<file path="src/rtl/smc_pkg.sv">
// Package of constants and types for the sleep mode controller.
package smc_pkg;

   // Register offsets on the plain register port.
   localparam logic [0:0] SMC_OFS_SLEEP_CTRL = 1'h0;
   localparam logic [0:0] SMC_OFS_REG_CTRL   = 1'h1;

   // Field positions.
   localparam int SMC_SLEEP_ALLOW_BIT = 0;
   localparam int SMC_SELECT_LSB      = 1;
   localparam int SMC_SELECT_MSB      = 3;
   localparam int SMC_LEAK_CUT_BIT    = 4;
   localparam int SMC_DRIVE_LSB       = 0;
   localparam int SMC_DRIVE_MSB       = 2;

   // Reset values.
   localparam logic [7:0] SMC_SLEEP_CTRL_RST = 8'h00;
   localparam logic [7:0] SMC_REG_CTRL_RST   = 8'h00;

   // Sleep select encodings.
   localparam logic [2:0] SMC_SEL_IDLE    = 3'h0;
   localparam logic [2:0] SMC_SEL_STANDBY = 3'h1;
   localparam logic [2:0] SMC_SEL_POWER_DOWN_MODE   = 3'h2;

   // Regulator drive encodings.
   localparam logic [1:0] SMC_DRV_AUTO = 2'h0;
   localparam logic [2:0] SMC_DRV_AUTO3 = 3'h0;
   localparam logic [2:0] SMC_DRV_FULL  = 3'h1;

   // Brown-out monitor setting that extends wake-up until ready.
   localparam logic [1:0] SMC_BOD_WAIT_SETTING = 2'h3;

   // Fixed wake-up delay in peripheral clock cycles.
   localparam int         SMC_WAKE_CYCLES = 6;
   localparam logic [3:0] SMC_WAKE_CNT    = 4'(SMC_WAKE_CYCLES);

   // Key window, counted in CPU instructions.
   localparam int         SMC_KEY_WINDOW = 4;
   localparam logic [2:0] SMC_KEY_CNT    = 3'(SMC_KEY_WINDOW);

   // Power states of the sequencer.
   typedef enum logic [2:0] {
      SMC_ACTIVE,
      SMC_IDLE,
      SMC_STANDBY,
      SMC_POWER_DOWN_MODE,
      SMC_WAKE_OSC,
      SMC_WAKE_FIX,
      SMC_WAKE_BOD
   } smc_state_t;

   // Register access request.
   typedef struct packed {
      logic       wr;
      logic       rd;
      logic [0:0] addr;
      logic [7:0] wdata;
   } smc_bus_t;

   // Clock and regulator controls driven to the rest of the chip.
   typedef struct packed {
      logic cpuRun;
      logic mainClkRun;
      logic hfClkRun;
      logic slowOscOnly;
      logic regFull;
      logic leakCut;
   } smc_pwr_t;

endpackage

</file>
<file path="src/rtl/smc_sleep_mode_controller.sv">
// Sleep mode controller: mode registers, wake-up sequencer and protected regulator control.
// What this block does
// - Wake delay: six cycles plus osc, regulator.
// - Idle keeps main clock; six cycles only.
// - Standby/Power-Down wake adds oscillator, regulator start.
// - Power-Down stops all but slow oscillator.
// - Brown-out setting 3 extends wake until ready.
// - Runs normally during run-time debugging.
// - Debug break wakes device to Active.
// - Regulator write needs key within four instructions.
// - Unkeyed regulator write leaves contents unchanged.
// - Select field: Idle, Standby, Power-Down encodings.
// - Sleep instruction enters mode only if allowed.
// - Leakage cut acts only with automatic drive.
// - Automatic drive: full unless slow source, low sleep.
// - Full drive keeps maximum strength always.
// - Idle stops CPU; any interrupt wakes.
// - Standby stops fast clocks unless run-in-standby.
//
// Design decision made here: the address-and-strobe port.
`timescale 1ns/1ps

module smc_sleep_mode_controller
   import smc_pkg::*;
(
   input  wire logic       core_clk,
   input  wire logic       reset,
   input  wire smc_bus_t   bus,
   output logic [7:0]      rdata,
   input  wire logic       sleepInstr,
   input  wire logic       instrRetired,
   input  wire logic       keyWritten,
   input  wire logic       wakeIdleReq,
   input  wire logic       wakeStandbyReq,
   input  wire logic       wakePdownReq,
   input  wire logic       debugBreak,
   input  wire logic       runInStandby,
   input  wire logic       slowSourceSel,
   input  wire logic [1:0] bodActiveSetting,
   input  wire logic       bodReady,
   input  wire logic       oscReady,
   input  wire logic       regReady,
   output smc_pwr_t        pwr,
   output smc_state_t      stateOut
);

   // Pin-level readiness signals come from other domains and are synchronised first.
   logic [1:0] bodSync_reg;
   logic [1:0] oscSync_reg;
   logic [1:0] regSync_reg;
   logic       bodOk;
   logic       oscOk;
   logic       regOk;

   // Two flip-flop synchronisers; only the second stage is read.
   always_ff @(posedge core_clk) begin
      if (reset) begin
         bodSync_reg <= 2'h0;
         oscSync_reg <= 2'h0;
         regSync_reg <= 2'h0;
      end else begin
         bodSync_reg <= {bodSync_reg[0], bodReady};
         oscSync_reg <= {oscSync_reg[0], oscReady};
         regSync_reg <= {regSync_reg[0], regReady};
      end
   end
   assign bodOk = bodSync_reg[1];
   assign oscOk = oscSync_reg[1];
   assign regOk = regSync_reg[1];

   logic [7:0] sleepCtrl_reg;
   logic [7:0] regCtrl_reg;
   logic [2:0] keyLeft_reg;
   logic       writeSleep;
   logic       writeReg;
   logic       keyOpen;

   assign writeSleep = bus.wr && (bus.addr == SMC_OFS_SLEEP_CTRL);
   assign writeReg   = bus.wr && (bus.addr == SMC_OFS_REG_CTRL);
   assign keyOpen    = (keyLeft_reg != 3'h0);

   // Key window opens on the key write and closes after four retired instructions.
   always_ff @(posedge core_clk) begin
      if (reset) begin
         keyLeft_reg <= 3'h0;
      end else if (keyWritten) begin
         keyLeft_reg <= SMC_KEY_CNT;
      end else if (writeReg) begin
         keyLeft_reg <= 3'h0; // One protected write per key.
      end else if (instrRetired && keyOpen) begin
         keyLeft_reg <= keyLeft_reg - 3'h1;
      end
   end

   // Sleep control register; only the defined bits are stored.
   always_ff @(posedge core_clk) begin
      if (reset) begin
         sleepCtrl_reg <= SMC_SLEEP_CTRL_RST;
      end else if (writeSleep) begin
         sleepCtrl_reg <= {4'h0, bus.wdata[SMC_SELECT_MSB:SMC_SLEEP_ALLOW_BIT]};
      end
   end

   // Regulator control only changes inside an open key window.
   always_ff @(posedge core_clk) begin
      if (reset) begin
         regCtrl_reg <= SMC_REG_CTRL_RST;
      end else if (writeReg && keyOpen) begin
         regCtrl_reg <= {3'h0, bus.wdata[SMC_LEAK_CUT_BIT], 1'h0,
                         bus.wdata[SMC_DRIVE_MSB:SMC_DRIVE_LSB]};
      end
   end

   // Read data is registered and valid the cycle after the read strobe.
   always_ff @(posedge core_clk) begin
      if (reset) begin
         rdata <= 8'h00;
      end else if (bus.rd) begin
         rdata <= (bus.addr == SMC_OFS_SLEEP_CTRL) ? sleepCtrl_reg : regCtrl_reg;
      end else begin
         rdata <= 8'h00;
      end
   end

   logic [2:0] selMode;
   logic [2:0] drive;
   logic       leakBit;
   assign selMode = sleepCtrl_reg[SMC_SELECT_MSB:SMC_SELECT_LSB];
   assign drive   = regCtrl_reg[SMC_DRIVE_MSB:SMC_DRIVE_LSB];
   assign leakBit = regCtrl_reg[SMC_LEAK_CUT_BIT];

   smc_state_t state_reg;
   logic [3:0] wakeCnt_reg;
   logic       wakeReq;

   // Only wake sources permitted in the current mode count; a debug break always wakes.
   always_comb begin
      wakeReq = debugBreak;
      unique case (state_reg)
         SMC_IDLE:    wakeReq = debugBreak || wakeIdleReq;
         SMC_STANDBY: wakeReq = debugBreak || wakeStandbyReq;
         SMC_POWER_DOWN_MODE:   wakeReq = debugBreak || wakePdownReq;
         default:     wakeReq = 1'b0;
      endcase
   end

   // Sequencer; reserved select codes do not enter sleep. Debug changes nothing else.
   always_ff @(posedge core_clk) begin
      if (reset) begin
         state_reg   <= SMC_ACTIVE;
         wakeCnt_reg <= 4'h0;
      end else begin
         unique case (state_reg)
            SMC_ACTIVE: begin
               if (sleepInstr && sleepCtrl_reg[SMC_SLEEP_ALLOW_BIT]) begin
                  if (selMode == SMC_SEL_IDLE) begin
                     state_reg <= SMC_IDLE;
                  end else if (selMode == SMC_SEL_STANDBY) begin
                     state_reg <= SMC_STANDBY;
                  end else if (selMode == SMC_SEL_POWER_DOWN_MODE) begin
                     state_reg <= SMC_POWER_DOWN_MODE;
                  end
               end
            end
            SMC_IDLE: begin
               if (wakeReq) begin
                  state_reg   <= SMC_WAKE_FIX;
                  wakeCnt_reg <= SMC_WAKE_CNT;
               end
            end
            SMC_STANDBY, SMC_POWER_DOWN_MODE: begin
               if (wakeReq) begin
                  state_reg <= SMC_WAKE_OSC;
               end
            end
            SMC_WAKE_OSC: begin
               if (oscOk && regOk) begin
                  state_reg   <= SMC_WAKE_FIX;
                  wakeCnt_reg <= SMC_WAKE_CNT;
               end
            end
            SMC_WAKE_FIX: begin
               if (wakeCnt_reg > 4'h1) begin
                  wakeCnt_reg <= wakeCnt_reg - 4'h1;
               end else if ((bodActiveSetting == SMC_BOD_WAIT_SETTING) && !bodOk) begin
                  state_reg <= SMC_WAKE_BOD;
               end else begin
                  state_reg <= SMC_ACTIVE;
               end
            end
            SMC_WAKE_BOD: begin
               if (bodOk) begin
                  state_reg <= SMC_ACTIVE;
               end
            end
            default: state_reg <= SMC_ACTIVE;
         endcase
      end
   end

   // Registered power controls; the leakage cut output is gated off in hardware outside Power-Down.
   always_ff @(posedge core_clk) begin
      if (reset) begin
         pwr      <= '{cpuRun: 1'b1, mainClkRun: 1'b1, hfClkRun: 1'b1, slowOscOnly: 1'b0,
                       regFull: 1'b1, leakCut: 1'b0};
         stateOut <= SMC_ACTIVE;
      end else begin
         stateOut        <= state_reg;
         pwr.cpuRun      <= (state_reg == SMC_ACTIVE);
         pwr.mainClkRun  <= (state_reg == SMC_STANDBY) ? runInStandby :
                            !(state_reg == SMC_POWER_DOWN_MODE) && (state_reg != SMC_WAKE_OSC);
         pwr.hfClkRun    <= (state_reg == SMC_STANDBY) ? runInStandby :
                            (state_reg != SMC_POWER_DOWN_MODE);
         pwr.slowOscOnly <= (state_reg == SMC_POWER_DOWN_MODE);
         if (drive == SMC_DRV_FULL) begin
            pwr.regFull <= 1'b1;
         end else begin
            pwr.regFull <= (state_reg != SMC_STANDBY) && (state_reg != SMC_POWER_DOWN_MODE)
                           && !slowSourceSel;
         end
         pwr.leakCut <= leakBit && (drive == SMC_DRV_AUTO3)
                        && (state_reg == SMC_POWER_DOWN_MODE);
      end
   end

endmodule // smc_sleep_mode_controller

</file>
<file path="config.mk">
export PLATFORM = sky130hd
export DESIGN_NAME = smc_sleep_mode_controller
export DESIGN_NICKNAME = d
export VERILOG_FILES = /design/src/rtl/smc_pkg.sv /design/src/rtl/smc_sleep_mode_controller.sv
export SDC_FILE = /design/constraint.sdc
export NUM_CORES = 1
export LEC_CHECK = 0
export ABC_AREA = 1
export BUFFER_PORTS_ARGS = -buffer_cell sky130_fd_sc_hd__clkbuf_2
export CAP_MARGIN = 20
export CORE_ASPECT_RATIO = 0.5
export CORE_UTILIZATION = 55
export DETAILED_ROUTE_END_ITERATION = 10
export GPL_TIMING_DRIVEN = 0
export PLACE_DENSITY = 0.83
export SLEW_MARGIN = 20
export SYNTH_ARGS = -nofsm -noshare
export SYNTH_HDL_FRONTEND = slang
export SYNTH_SLANG_ARGS = --single-unit
</file>
<file path="constraint.sdc">
create_clock -name core_clk -period 3.6 [get_ports core_clk]
set_input_delay 0.36 -clock core_clk [delete_from_list [all_inputs] [get_ports core_clk]]
set_output_delay 0.36 -clock core_clk [all_outputs]
set_load 0.005 [all_outputs]
</file>
==> flow_summary.ini <==
[logic_synthesis]
synthTopCellsByCount = sky130_fd_sc_hd__nand2_1 (40), sky130_fd_sc_hd__dfxtp_1 (38), sky130_fd_sc_hd__inv_1 (38)
synth-seq-cells = 38
synth_area_um2 = 1703
synth_xor_area_share_pct = 0.5143
synth_top_cell_by_area = sky130_fd_sc_hd__dfxtp_1
synth_top_area_share_pct = 44.67
synth-edff-count = 0
synth.distinct_cells = 29
multiplexer_share_of_the_synthesized_area_pct = 0
synthesis.yosys.warnings = 0
ys_dominant_reg_cell = sky130_fd_sc_hd__dfxtp_1
yosys.cell_count.top_type = sky130_fd_sc_hd__nand2_1
synth-compound-area-share_pct = 12.12
synth-simple-area-share_pct = 28.14
post_synth_main_area_contributors = sky130_fd_sc_hd__dfxtp_1 (45%), sky130_fd_sc_hd__nand2_1 (8.8%), sky130_fd_sc_hd__inv_1 (8.4%), sky130_fd_sc_hd__nor2_1 (6.4%), sky130_fd_sc_hd__a21oi_1 (4.7%)
ys_async_sr_fraction_pct = 0
synth_fa_ha_area_share_pct = 2.939
synth_top_family_by_area = simple AND/OR/NAND/NOR gates
synth_sequential_area_ratio_pct = 44.67
avgSynthCellArea_um2 = 7.436
syn_inst = 229

[final_layout]
post_route_cells_drive_above_1_share_pct = 23.19
fin_nets = 306
antennaDiodeCount = 0
layout.cell_area.non_filler_um2 = 2037
areaGrowthSynthToFinish_pct = 19.62
final.fill_count = 232
regMostFlops = pwr
largest_register_ffs = 6
top_regs = pwr (6), rdata (5)

[worst_setup_path]
rr_startpoint = keyLeft_reg[0]$_SDFFE_PP0P_
critical_path.startpoint = keyLeft_reg[0]$_SDFFE_PP0P_
timing.critical_path.from_type = flop
max_stage_delay_ns = 0.33
worstPathCellList = inv_1 > ha_1 > ha_1 > nor2_1 > inv_1 > or2_2 > a21oi_1
crit_path_max_fanout = 4
cpLargestDelayFamily = simple AND/OR/NAND/NOR gates
cpMaxStageDelayCell = sky130_fd_sc_hd__dfxtp_1
path_buf_inv = 2
worstSetupEndpointType = flop
cp.required_ns = 3.82
timing_worst_setup_path_type = flop to flop
cp.arrival_ns = 1.76

[global_routing]
grt_antenna_before_repair = 0
grt_use_total_pct = 23.73
grt_max_degree = 13
first_global_vias = 1351
grt_pass1_wl_mm = 5.595
global_route.overflow_total = 0

[cts]
cts_max_path_buffers = 2
cts.repair.resized = 0
ctsHtreeMaxLevel = 2
clkTransAtPathRegs_ns = 0.07
clock_latency_of_the_later_clocked_register_in_the_worst_skew_pair_ns = 0.29
cts_hold_buffers = 0
cts_tree = yes
cts_buffers = 5
cts.sinks = 38
number_of_buffers_added_for_setup_after_cts = 0
root_buffer = sky130_fd_sc_hd__clkbuf_8

[placement]
hpwl_mm = 2.747
placed_cell_area_um2 = 1942
io_buffers = 37
gp_congestion = 0.8467

[job]
max_cap_viol_count = 0

[run_status]
run_status = finished, final reports clean

[min_path]
min-delay-start = oscReady
timing.hold.worst.class = primary input to flop

[floorplan]
die-height_um = 41.35
std_cell_rows = 13
ios = 44
coreArea_um2 = 2765
die_area_um2 = 3336
start_util_pct = 61.58
floorplan.die.width_um = 80.69

[detailed_routing]
route.detailed.vias_per_inst = 5.019
route.antenna.remaining_nets = 0
remaining_drc_errors = 0
first_iter_violations = 97
wire_per_inst_um = 11.36
drtPass1Iterations = 4
vias = 1571
drt-total-wl_mm = 3.557

[power]
power.static_leakage_nw = 0.9769
worst_ir_drop_vdd_v = 0.0003265
comb_power_share_pct = 36.0
sequentialPowerShare_pct = 40.6
intPower_mw = 0.8047
power-per-cell-area_nw_per_um2 = 632.0
switching_share_pct = 37.49
pwr-share-clk_pct = 23.4
power.net_switching_mw = 0.4826

[timing]
fin_setup_tns_ns = 0
max_fclk_ghz = 0.6527
finalCritPeriodShare_pct = 42.56
grt_setup_unrepaired = false
slew_viol_final = 0
skew_ns = 0.002188
period_needed_ns = 1.532
number_of_hold_slack_violations_in_the_final_timing_report = 0
setup_viol_count_final = 0
## cell type report
cell class	count	area (µm²)	share of cell area [%]
clock buffers	6	82.58	4.054
clock inverters	2	12.51	0.6143
inverters	41	156.4	7.678
well taps	37	46.29	2.273
flip-flops and latches	38	760.7	37.35
multi-input cells	146	755.7	37.10
repair buffers	37	185.2	9.091
plain buffers	6	37.54	1.843
## cell usage in the layout (no fill, tap or decap)
cell type / netlist / final
sky130_fd_sc_hd__o21ai_0: 16 / 16
sky130_fd_sc_hd__a21oi_1: 16 / 16
sky130_fd_sc_hd__clkbuf_2: 0 / 37
sky130_fd_sc_hd__nor2_2: 1 / 1
sky130_fd_sc_hd__xor2_1: 1 / 1
sky130_fd_sc_hd__or2_2: 1 / 1
sky130_fd_sc_hd__o22ai_1: 2 / 2
sky130_fd_sc_hd__nor3_1: 1 / 1
sky130_fd_sc_hd__inv_2: 2 / 2
sky130_fd_sc_hd__buf_4: 4 / 4
sky130_fd_sc_hd__dfxtp_1: 38 / 38
sky130_fd_sc_hd__inv_1: 38 / 38
sky130_fd_sc_hd__clkinvlp_4: 0 / 1
sky130_fd_sc_hd__clkbuf_8: 0 / 6
sky130_fd_sc_hd__o21ai_1: 1 / 1
sky130_fd_sc_hd__nand2_1: 40 / 40
sky130_fd_sc_hd__clkbuf_1: 2 / 2
sky130_fd_sc_hd__clkinv_2: 0 / 1
sky130_fd_sc_hd__a31oi_1: 2 / 2
sky130_fd_sc_hd__nand4_4: 1 / 1
sky130_fd_sc_hd__nand2_4: 2 / 2
sky130_fd_sc_hd__o211ai_1: 1 / 1
sky130_fd_sc_hd__conb_1: 1 / 3
sky130_fd_sc_hd__a21oi_2: 1 / 1
sky130_fd_sc_hd__inv_4: 1 / 1
sky130_fd_sc_hd__nand3_1: 13 / 13
sky130_fd_sc_hd__nand4_2: 1 / 1
sky130_fd_sc_hd__nand4_1: 5 / 5
sky130_fd_sc_hd__ha_1: 4 / 4
sky130_fd_sc_hd__nor2_1: 29 / 29
sky130_fd_sc_hd__nand2_2: 1 / 1
sky130_fd_sc_hd__nand3_2: 1 / 1
sky130_fd_sc_hd__nor2_4: 3 / 3
## cells by family (layout without fill, tap and decap cells)
group | Yosys count | after routing
buffers and inverters | 47 | 92
adder cells (fa/ha/maj) | 4 | 4
other | 1 | 3
XOR/XNOR | 1 | 1
AND/OR/NAND/NOR | 99 | 99
flip-flops | 38 | 38
AO/OA/AOI/OAI | 39 | 39
## worst paths after layout
path              slack, ns  cells after the start                          end
hold / removal         0.26                      3    oscSync_reg[0]$_SDFF_PP0_
setup / recovery       2.07                      7  keyLeft_reg[1]$_SDFFE_PP0P_
setup reg to reg       2.07                      7  keyLeft_reg[1]$_SDFFE_PP0P_
hold reg to reg        0.41                      2    regSync_reg[1]$_SDFF_PP0_
## tightest hold or removal path, delay by kind of cell
| kind | cells | cell delay [ns] |
|---|---|---|
| buffers and inverters | 2 | 0.12 |
| AND/OR/NAND/NOR | 1 | 0.03 |
## through the flow
stage | power [mW] | setup WS [ns] | utilization (%) | hold WS, ns | std cells
final | 1.287 | 2.068 | 73.67 | 0.2574 | 313
after detailed placement | 0.9885 | 2.083 | 70.23 | 0.3968 | 305
after global routing | 1.382 | 1.926 | 73.67 | 0.2616 | 313
after floorplan | 0.8744 | 2.208 | - | 0.3883 | 231
after global placement | 0.9667 | 2.110 | 70.23 | 0.3901 | 305
after CTS | 1.292 | 2.059 | 73.67 | 0.2533 | 313
## per-layer routing
layer  track usage [%]  wire length (µm)
met1             25.53              1546
met2             46.40              1714
met3             7.174               241
met4             10.27                55
met5                 0                 0
## power groups by stage
stage / logic, mW / clock network, mW / registers [mW]
3_5_place_dp: 0.456 / 0 / 0.533
5_1_grt: 0.526 / 0.327 / 0.530
6_report: 0.463 / 0.301 / 0.523
3_3_place_gp: 0.437 / 0 / 0.529
2_1_floorplan: 0.347 / 0 / 0.528
4_1_cts: 0.462 / 0.307 / 0.523
Power figures use the tool's default switching activity.
